File: config.mk
export PLATFORM = sky130hd
export DESIGN_NAME = fctd_decoder
export DESIGN_NICKNAME = d
export VERILOG_FILES = /design/src/design/fctd_pkg.sv /design/src/design/fctd_decoder.sv
export VERILOG_INCLUDE_DIRS = /design/src /design/src/design
export SDC_FILE = /design/constraint.sdc
export NUM_CORES = 1
export LEC_CHECK = 0
export ABC_AREA = 1
export BUFFER_PORTS_ARGS = -buffer_cell sky130_fd_sc_hd__buf_2
export CAP_MARGIN = 20
export CORE_AREA = 5 5 56 63
export DETAILED_ROUTE_END_ITERATION = 16
export DIE_AREA = 0 0 61 68
export PLACE_DENSITY = 0.75
export SYNTH_ARGS = -nofsm -noshare
export SYNTH_HDL_FRONTEND = slang
export SYNTH_SLANG_ARGS = --single-unit
File: constraint.sdc
create_clock -name mclk -period 0.8 [get_ports mclk]
set_input_delay 0.16 -clock mclk [delete_from_list [all_inputs] [get_ports mclk]]
set_output_delay 0.16 -clock mclk [all_outputs]
set_load 0.01 [all_outputs]
File: src/design/fctd_regs.svh
// Field positions and match patterns of the coprocessor transfer decoder
// Assumes halfwords arrive in fetch order, first halfword in bits 31:16 of the word
`ifndef FCTD_REGS_SVH
`define FCTD_REGS_SVH

`define FCTD_PREFIX_BIT 12
`define FCTD_DIR_BIT 4
`define FCTD_UOPC_HI 7
`define FCTD_UOPC_LO 5
`define FCTD_WIDTH_BIT 8
`define FCTD_LANE_HI 6
`define FCTD_LANE_LO 5
`define FCTD_KIND_HI 7
`define FCTD_KIND_LO 4
`define FCTD_EXTRA_BIT 7
`define FCTD_MBIT 5
`define FCTD_RT_HI 15
`define FCTD_RT_LO 12

`define FCTD_SP32_MASK1 16'hEF00
`define FCTD_SP32_VAL1 16'hEE00
`define FCTD_SP32_MASK2 16'h0E10
`define FCTD_SP32_VAL2 16'h0A10
`define FCTD_SP64_MASK1 16'hEFE0
`define FCTD_SP64_VAL1 16'hEC40
`define FCTD_SP64_MASK2 16'h0E00
`define FCTD_SP64_VAL2 16'h0A00

`define FCTD_UOPC_MOVE 3'h0
`define FCTD_UOPC_SPECIAL 3'h7
`define FCTD_LANE_ZERO 2'h0
`define FCTD_KIND_MASK 4'hD
`define FCTD_KIND_VAL 4'h1

`endif

File: src/design/fctd_pkg.sv
// Types shared by the coprocessor transfer decoder
// Assumes the constants header is included by the modules that need numbers
`default_nettype none

package fctd_pkg;

    typedef enum logic [2:0] {
        FCTD_OP_NONE = 3'h0,
        FCTD_OP_FP_MOVE = 3'h1,
        FCTD_OP_WRITE_FP_SPECIAL = 3'h2,
        FCTD_OP_READ_FP_SPECIAL = 3'h3,
        FCTD_OP_CORE_TO_SCALAR = 3'h4,
        FCTD_OP_SCALAR_TO_CORE = 3'h5,
        FCTD_OP_PAIR_SINGLE = 3'h6,
        FCTD_OP_PAIR_DOUBLE = 3'h7
    } fctd_op_e;

    typedef struct packed {
        logic valid;
        logic [15:0] hw_first;
        logic [15:0] hw_second;
    } fctd_fetch_s;

    typedef struct packed {
        logic valid;
        logic in_space;
        logic undefined;
        logic usage_fault;
        fctd_op_e op;
        logic to_core;
        logic [3:0] rt;
        logic [3:0] rt2;
        logic [4:0] fp_idx;
        logic lane;
        logic [3:0] special_idx;
    } fctd_dec_s;

endpackage

`default_nettype wire

File: src/design/fctd_decoder.sv
// Decoder for 32-bit and 64-bit core/floating-point register transfers
// Assumes fetch delivers both halfwords of an instruction in one cycle
// Behaviour
// RQ1: In the 32-bit transfer space a set prefix bit makes the instruction undefined with no transfer.
// RQ2: With the prefix clear, only the listed 32-bit combinations are accepted and all others are undefined.
// RQ3: The 32-bit space is the single-register coprocessor moves to and from coprocessors 10 and 11.
// RQ4: Width bit 0 and upper opcode 000 select a single-precision move whose way follows the direction bit.
// RQ5: Direction 0, width 0, upper opcode 111 select a write of a core register into an fp special register.
// RQ6: Direction 1, width 0, upper opcode 111 select a read of an fp special register into a core register.
// RQ7: Direction 0, width 1, upper opcode 00x, lane field 00 select a core register to scalar move.
// RQ8: Direction 1, width 1, upper opcode 00x, lane field 00 select a scalar to core register move.
// RQ9: In the 64-bit space a set prefix bit, or any unlisted combination, is undefined.
// RQ10: The 64-bit space is the register-pair coprocessor moves to and from coprocessors 10 and 11.
// RQ11: In the 64-bit space width 0 with transfer kind 00x1 moves two core and two single registers.
// RQ12: In the 64-bit space width 1 with transfer kind 00x1 moves two core registers and one doubleword.
// RQ13: The instruction is assembled as two halfwords in fetch order before fields are taken.
// RQ14: Every undefined result raises a usage fault instead of executing.
// RQ15: Each accepted transfer reports its operation, direction and register indices to execute.
`include "fctd_regs.svh"
`default_nettype none

module fctd_decoder
    import fctd_pkg::*;
(
    input wire logic mclk,
    input wire logic rst,
    input wire fctd_fetch_s fetch_in,
    output var fctd_dec_s dec_out
);

    logic [15:0] hw1;
    logic [15:0] hw2;
    logic [31:0] instr;
    logic t_bit;
    logic l_bit;
    logic c_bit;
    logic [2:0] uopc;
    logic [1:0] lane_f;
    logic [3:0] kind;
    logic [3:0] rt_f;
    logic sp32;
    logic sp64;
    logic kind_ok;
    fctd_dec_s dec_next;
    fctd_dec_s dec_reg;

    // Halfword order, not word byte order
    assign instr = {fetch_in.hw_first, fetch_in.hw_second}; // [RQ13]
    assign hw1 = instr[31:16];
    assign hw2 = instr[15:0];

    assign t_bit = hw1[`FCTD_PREFIX_BIT];
    assign l_bit = hw1[`FCTD_DIR_BIT];
    assign uopc = hw1[`FCTD_UOPC_HI:`FCTD_UOPC_LO];
    assign c_bit = hw2[`FCTD_WIDTH_BIT];
    assign lane_f = hw2[`FCTD_LANE_HI:`FCTD_LANE_LO];
    assign kind = hw2[`FCTD_KIND_HI:`FCTD_KIND_LO];
    assign rt_f = hw2[`FCTD_RT_HI:`FCTD_RT_LO];

    // Coprocessor field 101x selects numbers 10 and 11
    assign sp32 = ((hw1 & `FCTD_SP32_MASK1) == `FCTD_SP32_VAL1) && // [RQ3]
                  ((hw2 & `FCTD_SP32_MASK2) == `FCTD_SP32_VAL2);
    assign sp64 = ((hw1 & `FCTD_SP64_MASK1) == `FCTD_SP64_VAL1) && // [RQ10]
                  ((hw2 & `FCTD_SP64_MASK2) == `FCTD_SP64_VAL2);
    assign kind_ok = (kind & `FCTD_KIND_MASK) == `FCTD_KIND_VAL;

    always_comb begin
        dec_next = '0;
        dec_next.valid = fetch_in.valid;
        // Empty slots leave every field at zero
        if (fetch_in.valid) begin
            dec_next.rt = rt_f; // [RQ15]
        end
        if (fetch_in.valid && sp32) begin
            dec_next.in_space = 1'b1;
            dec_next.to_core = l_bit; // [RQ15]
            dec_next.special_idx = hw1[3:0];
            if (t_bit) begin
                dec_next.undefined = 1'b1; // [RQ1]
            end else if (!c_bit && uopc == `FCTD_UOPC_MOVE) begin
                dec_next.op = FCTD_OP_FP_MOVE; // [RQ4]
                dec_next.fp_idx = {hw1[3:0], hw2[`FCTD_EXTRA_BIT]};
            end else if (!c_bit && uopc == `FCTD_UOPC_SPECIAL && !l_bit) begin
                dec_next.op = FCTD_OP_WRITE_FP_SPECIAL; // [RQ5]
            end else if (!c_bit && uopc == `FCTD_UOPC_SPECIAL && l_bit) begin
                dec_next.op = FCTD_OP_READ_FP_SPECIAL; // [RQ6]
            end else if (c_bit && uopc[2:1] == 2'h0 && lane_f == `FCTD_LANE_ZERO) begin
                // Lane bit sits in the low upper-opcode bit
                dec_next.op = l_bit ? FCTD_OP_SCALAR_TO_CORE : FCTD_OP_CORE_TO_SCALAR; // [RQ7] [RQ8]
                dec_next.fp_idx = {hw2[`FCTD_EXTRA_BIT], hw1[3:0]};
                dec_next.lane = uopc[0];
            end else begin
                dec_next.undefined = 1'b1; // [RQ2]
            end
        end else if (fetch_in.valid && sp64) begin
            dec_next.in_space = 1'b1;
            dec_next.to_core = l_bit; // [RQ15]
            dec_next.rt2 = hw1[3:0];
            if (t_bit || !kind_ok) begin
                dec_next.undefined = 1'b1; // [RQ9]
            end else if (!c_bit) begin
                dec_next.op = FCTD_OP_PAIR_SINGLE; // [RQ11]
                dec_next.fp_idx = {hw2[3:0], hw2[`FCTD_MBIT]};
            end else begin
                dec_next.op = FCTD_OP_PAIR_DOUBLE; // [RQ12]
                dec_next.fp_idx = {hw2[`FCTD_MBIT], hw2[3:0]};
            end
        end
        // Undefined forms never execute; they fault instead
        dec_next.usage_fault = dec_next.undefined; // [RQ14]
    end

    always_ff @(posedge mclk or posedge rst) begin
        if (rst) begin
            dec_reg <= '0;
        end else begin
            dec_reg <= dec_next;
        end
    end

    assign dec_out = dec_reg;
endmodule

`default_nettype wire

==> impl_summary.md, run 1 <==
Run status
The run finished, with violations left. The final reports fail on setup timing.

Yosys
The average cell area after synthesis is 8.35 um^2. The cell area that synthesis handed to floorplanning was 0.00119 mm^2. The Yosys step of the flow raised 0 warnings. Synthesis inferred 25 register bits. The post-synthesis instance total is around 140.

The count of different cell masters after synthesis is 21. Summing the sequential cell areas from Yosys gives 52.4% of the chip area. The net count of the mapped netlist is 178.

Pwr
Per report_power, the combinational group accounts for 16.5% of the total. Per report_power, the clock group accounts for 26.1% of the total. Summed over all nets, the switching power comes to between 600 and 700 uW.

The share of total power dissipated in sequential elements is ~57%. The cell leakage power is ~0.0012 uW. The worst-case IR drop observed on VDD is 0.765 mV. In this run the power density over the cells is 1230 mW/mm^2. The overall power is 2230 uW. Internal power comes to 1630 uW. The net switching share of the total power is between 20 and 30%.

Timing
Setup repair after global routing could not meet its margin everywhere. The relative slew slack is 86.9%. The minimum clock period is 1020 ps. The maximum achievable frequency is a little under 1 GHz. After layout, the worst setup slack is -225 ps. The final critical path takes up 128% of the cycle. For the pin with the worst max-slew slack, the measured transition is slightly below 200 ps. The number of pins with negative max-slew slack in the final report is 0.

The count of endpoints failing hold in the final timing report is 0. The final-report setup violation count is 26.

Detailed routing
The detailed router finished its first iteration with 43 violations. The routed wirelength normalized by instance count is 12.7 um. In the detailed route, the total length drawn on met2 is 1750 um. The total DRC errors in the routed layout is 0.

The post-route met1 wirelength is between 1000 and 1500 um. The wire length on met3 is 235 um. Routed signal wires occupy layers up through met4. The wire length reported by the detailed router is ~3300 um. The iteration count of the initial detailed-routing pass is 4. The routed layout has 1234 vias. Using the TritonRoute via totals, the vias-per-cell ratio works out to 4.82. Once detail routing completed, the nets flagged for antenna violations numbered 0.

Floorplan
The die covers 0.00415 mm^2. The starting utilization of the core area is about two fifths. The width of the die is 61 um. The die extent in y is 68 um. During I/O placement, the number of pins put on the boundary was 61. The placement row count is 21.

The core footprint is 0.00289 mm^2.

Critical path
The largest single stage delay on the critical path is 400 ps. STA classifies the critical path endpoint as an output pin. Together, buffers and inverters on the worst path number 1.

The type of element launching the critical path is a register. The critical path class is reg2out. The largest driver fanout on the critical path is 1. Data on the critical path arrives at its endpoint at 860 ps. The family of cells with the greatest summed delay on the critical path is flip-flops. The largest individual stage delay along the critical path comes from the cell dfrtp_1. The data required time of the worst path is between 600 and 700 ps. Walking the worst path, the cells encountered are buf_2.

Clock tree
The clock tree root driver cell is clkbuf_4. The clock tree from TritonCTS is built. After clock tree synthesis, the clock-pin slew on the worst setup and hold paths is 140 ps. No sink is reached through more buffers than the 2 on the longest clock path. The CTS buffer count is 3. Once the clock tree was built, the setup fixing pass inserted 0 buffers. The count of clock tree sinks is 25. The maximum level of the CTS H-tree is 1.

GRT
The number of antenna violations at the first check in global routing is 0. The number of global-route vias before repair was between 1000 and 1500. The aggregate global routing overflow is 0. The maximum number of pins on one net before global-route repair is 26.

The global-route wire length before repair is 5090 um. The global-route usage over all layers is 16.7%.

Placement
The congestion estimate from routability-driven global placement came to 0.873. During placement, the flow inserted port buffers numbering 60. Summed over all nets, the half-perimeter wirelength after detailed placement is between 2000 and 3000 um.

Finish
The synthesis-to-finish area growth is 51.8%. The number of flip-flops under the largest register name is 25. The net count reported at finish is roughly 260. In the layout the commonest cells are buf_2, nand2_1, dfrtp_1. Measured on the finished design, the core utilization comes to a little over three fifths. In the final layout, the share of cells above drive strength 1 is 49.1%. The commonest non-fill, non-tap cell in the layout is buf_2.

0 antenna diodes ended up in the layout.

Run
The number of max-cap violations is 0.

Worst hold path
The worst hold-check path type is in2reg.
[metal layers]
layer | global-route usage [%] | vias up
li1 | - | 608
met1 | 19.1 | 572
met2 | 30.5 | 48
met3 | 0.943 | 6
met4 | 8.94 | 0
met5 | 0 | -
[power by group through the flow]
stage / Clock, uW / Combinational [uW] / Sequential, uW
final: 583 / 368 / 1280
after global routing: 647 / 410 / 1280
after CTS: 600 / 360 / 1280
after detailed placement: 0 / 355 / 1300
after global placement: 0 / 348 / 1300
after floorplan: 0 / 135 / 1310
[cells by family after synthesis]
group | after synthesis | synth area share [%]
AOI/OAI and AO/OA | 8 | 3.88
and+or+nand+nor | 84 | 34.9
buffers and inverters | 26 | 8.80
DFF | 25 | 52.4
[cell usage after synthesis]
cell,instances,area share [%]
nand2_2,5,2.6
nand2_4,1,0.94
nand4_1,9,4.7
o21ai_1,1,0.42
o21bai_1,1,0.63
nor2_1,14,4.4
o22ai_1,3,1.6
nor3_1,4,1.7
nor2_2,3,1.6
clkinv_2,3,1.3
inv_1,17,5.3
nand3_1,8,3.4
nand3_4,1,1.5
o21ai_0,1,0.42
a21oi_1,2,0.84
nand3_2,1,0.84
dfrtp_1,25,52
buf_4,1,0.63
nand2_1,37,12
nor2_8,1,1.7
inv_2,5,1.6
[path summary, 6_finish.rpt]
| path | start | to | slack [ps] | cells past startpoint |
|---|---|---|---|---|
| worst max-delay path | dec_out[14]$_DFF_PP0_ | dec_out[14] | -220 | 1 |
| min in group asynchronous | rst | dec_out[5]$_DFF_PP0_ | 390 | 4 |
| max in group asynchronous | rst | dec_out[10]$_DFF_PP0_ | 270 | 4 |
| worst min-delay path | fetch_in[13] | dec_out[15]$_DFF_PP0_ | 9 | 3 |
[per-stage QoR]
step / setup WS (ps) / std cells / TNS [ps] / hold slack (ps) / area, um^2
floorplan: -54.4 / 143 / -517 / 187 / 1240
global placement: -295 / 252 / -4460 / 192 / 1730
detailed placement: -323 / 252 / -5210 / 197 / 1730
CTS: -237 / 257 / -5540 / 2.34 / 1770
global route: -261 / 256 / -6230 / 8.83 / 1810
finish: -225 / 256 / -5220 / 9.35 / 1810
[repair_timing]
item,in CTS,in global routing
endpoints found under the setup margin,26,35
endpoints found under the hold margin,25,0
hold buffers,1,0
resized for setup,0,11
pin swaps,0,5
cloned,0,0
[area by class of cell]
type                    count  area, um^2
clock inverters             1        7.51
repair buffers             76         467
flip-flops and latches     25         626
multi-input cells          92         541
well taps                  34        42.5
inverters                  25         106
fillers                   278        1080
clock buffers               3        22.5
(Power assumes the default switching activity.)
==> run 2: changes to the inputs <==
CTS_CLUSTER_DIAMETER = 100   (was unset)
clock period = 1.3 ns   (was 0.8 ns; I/O delays follow)
==> run 2 against run 1 <==
Net effect:
- the flow now finishes without violations
- die area did not move
- core utilization fell by 8.0 points
- worst hold slack improved by 110 ps
- critical path type unchanged
- combinational power fell by 53%
- total power fell by 42%
- cell count fell by 5.1%
- design area fell by 13%
- via count fell by 7.4%
- clock power fell by 43%
==> impl_summary.md, run 2 (synthesis results as in run 1) <==
Placement
Once detailed placement completed, the half-perimeter wirelength came to 2370 um. The count of buffers from port buffering is 60. The number of instances in the placed design is approximately 240. Routability-driven placement finished with a final weighted congestion of slightly above 0.8.

Finish
The register with the most flip-flops in the layout has 25 of them. The layout has 297 filler cells. The top cell types in the final layout, fill and taps aside, are buf_2, nand2_1, dfrtp_1. The number of antenna diodes is 0.

The fraction of final layout cells sized beyond drive strength 1 is around 41%. Compared with the post-synthesis result, the final layout area differs by 32.5%. The count of placed standard cells in the final layout, fillers left out is 243. The commonest non-fill, non-tap cell in the layout is buf_2. The net count of the finished layout is around 250.

GRT
The number of global-route vias before repair was 1092. After global routing, the most crowded layer is met2. The number of antenna violations at the first check in global routing is 0. The global-route wire length before repair is 4560 um.

The met1 track utilization from global routing is about 18%. Global routing used 2.45% of the available met3 tracks. Entering global routing, the biggest net connects 26 pins. Global routing finished with a remaining overflow of 0. Global routing consumed, on the met2 layer, 25.1% of the routing resources. The global-route usage over all layers is 14.6%.

Clock tree
The clock tree from TritonCTS is built. The tree is rooted in a clkbuf_4. After clock tree synthesis, the flow added hold-fix buffers numbering 1. The worst-case clock buffer depth is 2.

After clock tree synthesis, the repair step resized 0 gates. The CTS buffer count is 3. The maximum level of the CTS H-tree is 1. The clock edge transition at the registers on the reported setup and hold paths is 130 ps. Post-CTS timing repair inserted 0 buffers for setup. Counting every sink on the clock net gives 25.

Run
Across the run, the number of max-cap violations was 0.

Floorplan
The die extent in y is 68 um. The die is 61 um wide. In this run the core area contains 21 standard-cell rows.

The I/O pin total is around 60. The die covers about 0.0041 mm^2. For this configuration, the core starts out at a cell density of 41.3%. The core region is a little under 0.003 mm^2.

Detailed routing
The wire length reported by the detailed router is 2790 um. The routed layout has 1143 vias. The routed wirelength normalized by instance count is about 11 um. The count of nets left with antenna violations once routing finished came out at 0.

The number of DRC markers after the initial detailed-route iteration is 22. For this run, design rule violations remaining after detail routing come to 0. In the routed layout, each cell is associated on average with a via count of roughly 4.7. The first detailed-routing pass took 4 iterations.

Critical path
STA puts the critical path data required time at 1040 ps. The arrival time at the worst endpoint is between 800 and 900 ps. The largest driver fanout on the critical path is 1.

The kind of end point of the critical path is an output pin. STA classifies the critical path startpoint as a register. The family of cells with the greatest summed delay on the critical path is flip-flops. On the worst path, the slowest cell contributes a delay of between 300 and 400 ps. The critical path class is reg2out. The slowest library cell on the worst path is dfrtp_1. The critical path goes through buf_2. The count of buffering cells on the critical path with inverters included is 1.

Timing
Setup violations remaining at the end of the flow were counted as 0. The slew at the pin with the worst max-slew slack is 290 ps. In this run the tightest slew margin relative to its limit is 80.7%. The clock period could shrink to 1100 ps. The count of endpoints failing hold in the final timing report came to 0. After routing, the total negative slack on setup checks comes to 0 ps. The number of pins with negative max-slew slack in the final report is 0. The worst path uses 84.9% of the clock period. Derived from the worst setup path, the maximum achievable clock frequency is between 0.9 and 1 GHz.

Setup repair after global routing left no endpoint under its margin.

Pwr
The maximum vdd drop is 0.444 mV. Summed over all cells, the static leakage comes to 0.00105 uW. In this run the power density over the cells is 817 mW/mm^2.

Worst hold path
The worst hold path terminates at dec_out[17]$_DFF_PP0_. The worst hold path belongs to the class in2reg. In this run the most critical hold path is launched from fetch_in[15]. The worst hold path was traced through 3 stages.

Run status
The run finished with clean final reports.
-- run 2: how the worst max path moves through the flow --
stage,endpoint,from,cells after the start
after floorplan,dec_out[20]$_DFF_PP0_,fetch_in[11],8
after global placement,dec_out[20]$_DFF_PP0_,fetch_in[11],9
after detailed placement,dec_out[20]$_DFF_PP0_,fetch_in[11],9
after CTS,dec_out[5],dec_out[5]$_DFF_PP0_,1
after global routing,dec_out[16],dec_out[16]$_DFF_PP0_,1
final,dec_out[16],dec_out[16]$_DFF_PP0_,1
-- run 2: cell type report --
| cell class | count | area, um^2 | area share (%) |
|---|---|---|---|
| Clock buffer | 3 | 22.5 | 1.42 |
| Clock inverter | 1 | 5.00 | 0.316 |
| Inverter | 25 | 97.6 | 6.17 |
| Multi-Input combinational cell | 92 | 463 | 29.3 |
| Sequential cell | 25 | 626 | 39.6 |
| Tap cell | 34 | 42.5 | 2.69 |
| Timing Repair Buffer | 63 | 325 | 20.6 |
-- run 2: through the flow --
stage               instance area [um^2]  util (%)  hold WS [ps]  setup WS, ps  total power [uW]
floorplan                           1190         -           287           261               883
global placement                    1540      53.4           312          95.6               974
detailed placement                  1540      53.4           319          56.9               976
CTS                                 1580      54.7           128           194              1300
global route                        1580      54.7           119           151              1370
finish                              1580      54.7           120           196              1290
-- run 2: layer usage --
metal,vias up,wire (um)
met1,504,1100
li1,582,-
met4,0,44
met5,-,0
met2,53,1370
met3,4,274
-- run 2: report_power, final --
group / switching, uW / internal [uW]
sequential: 1.81 / 785
combinational: 104 / 70.4
clock: 216 / 115
-- run 2: worst min-delay path: stages --
cell and delay, ps:
buf_2 70, nand2_1 40, inv_1 40
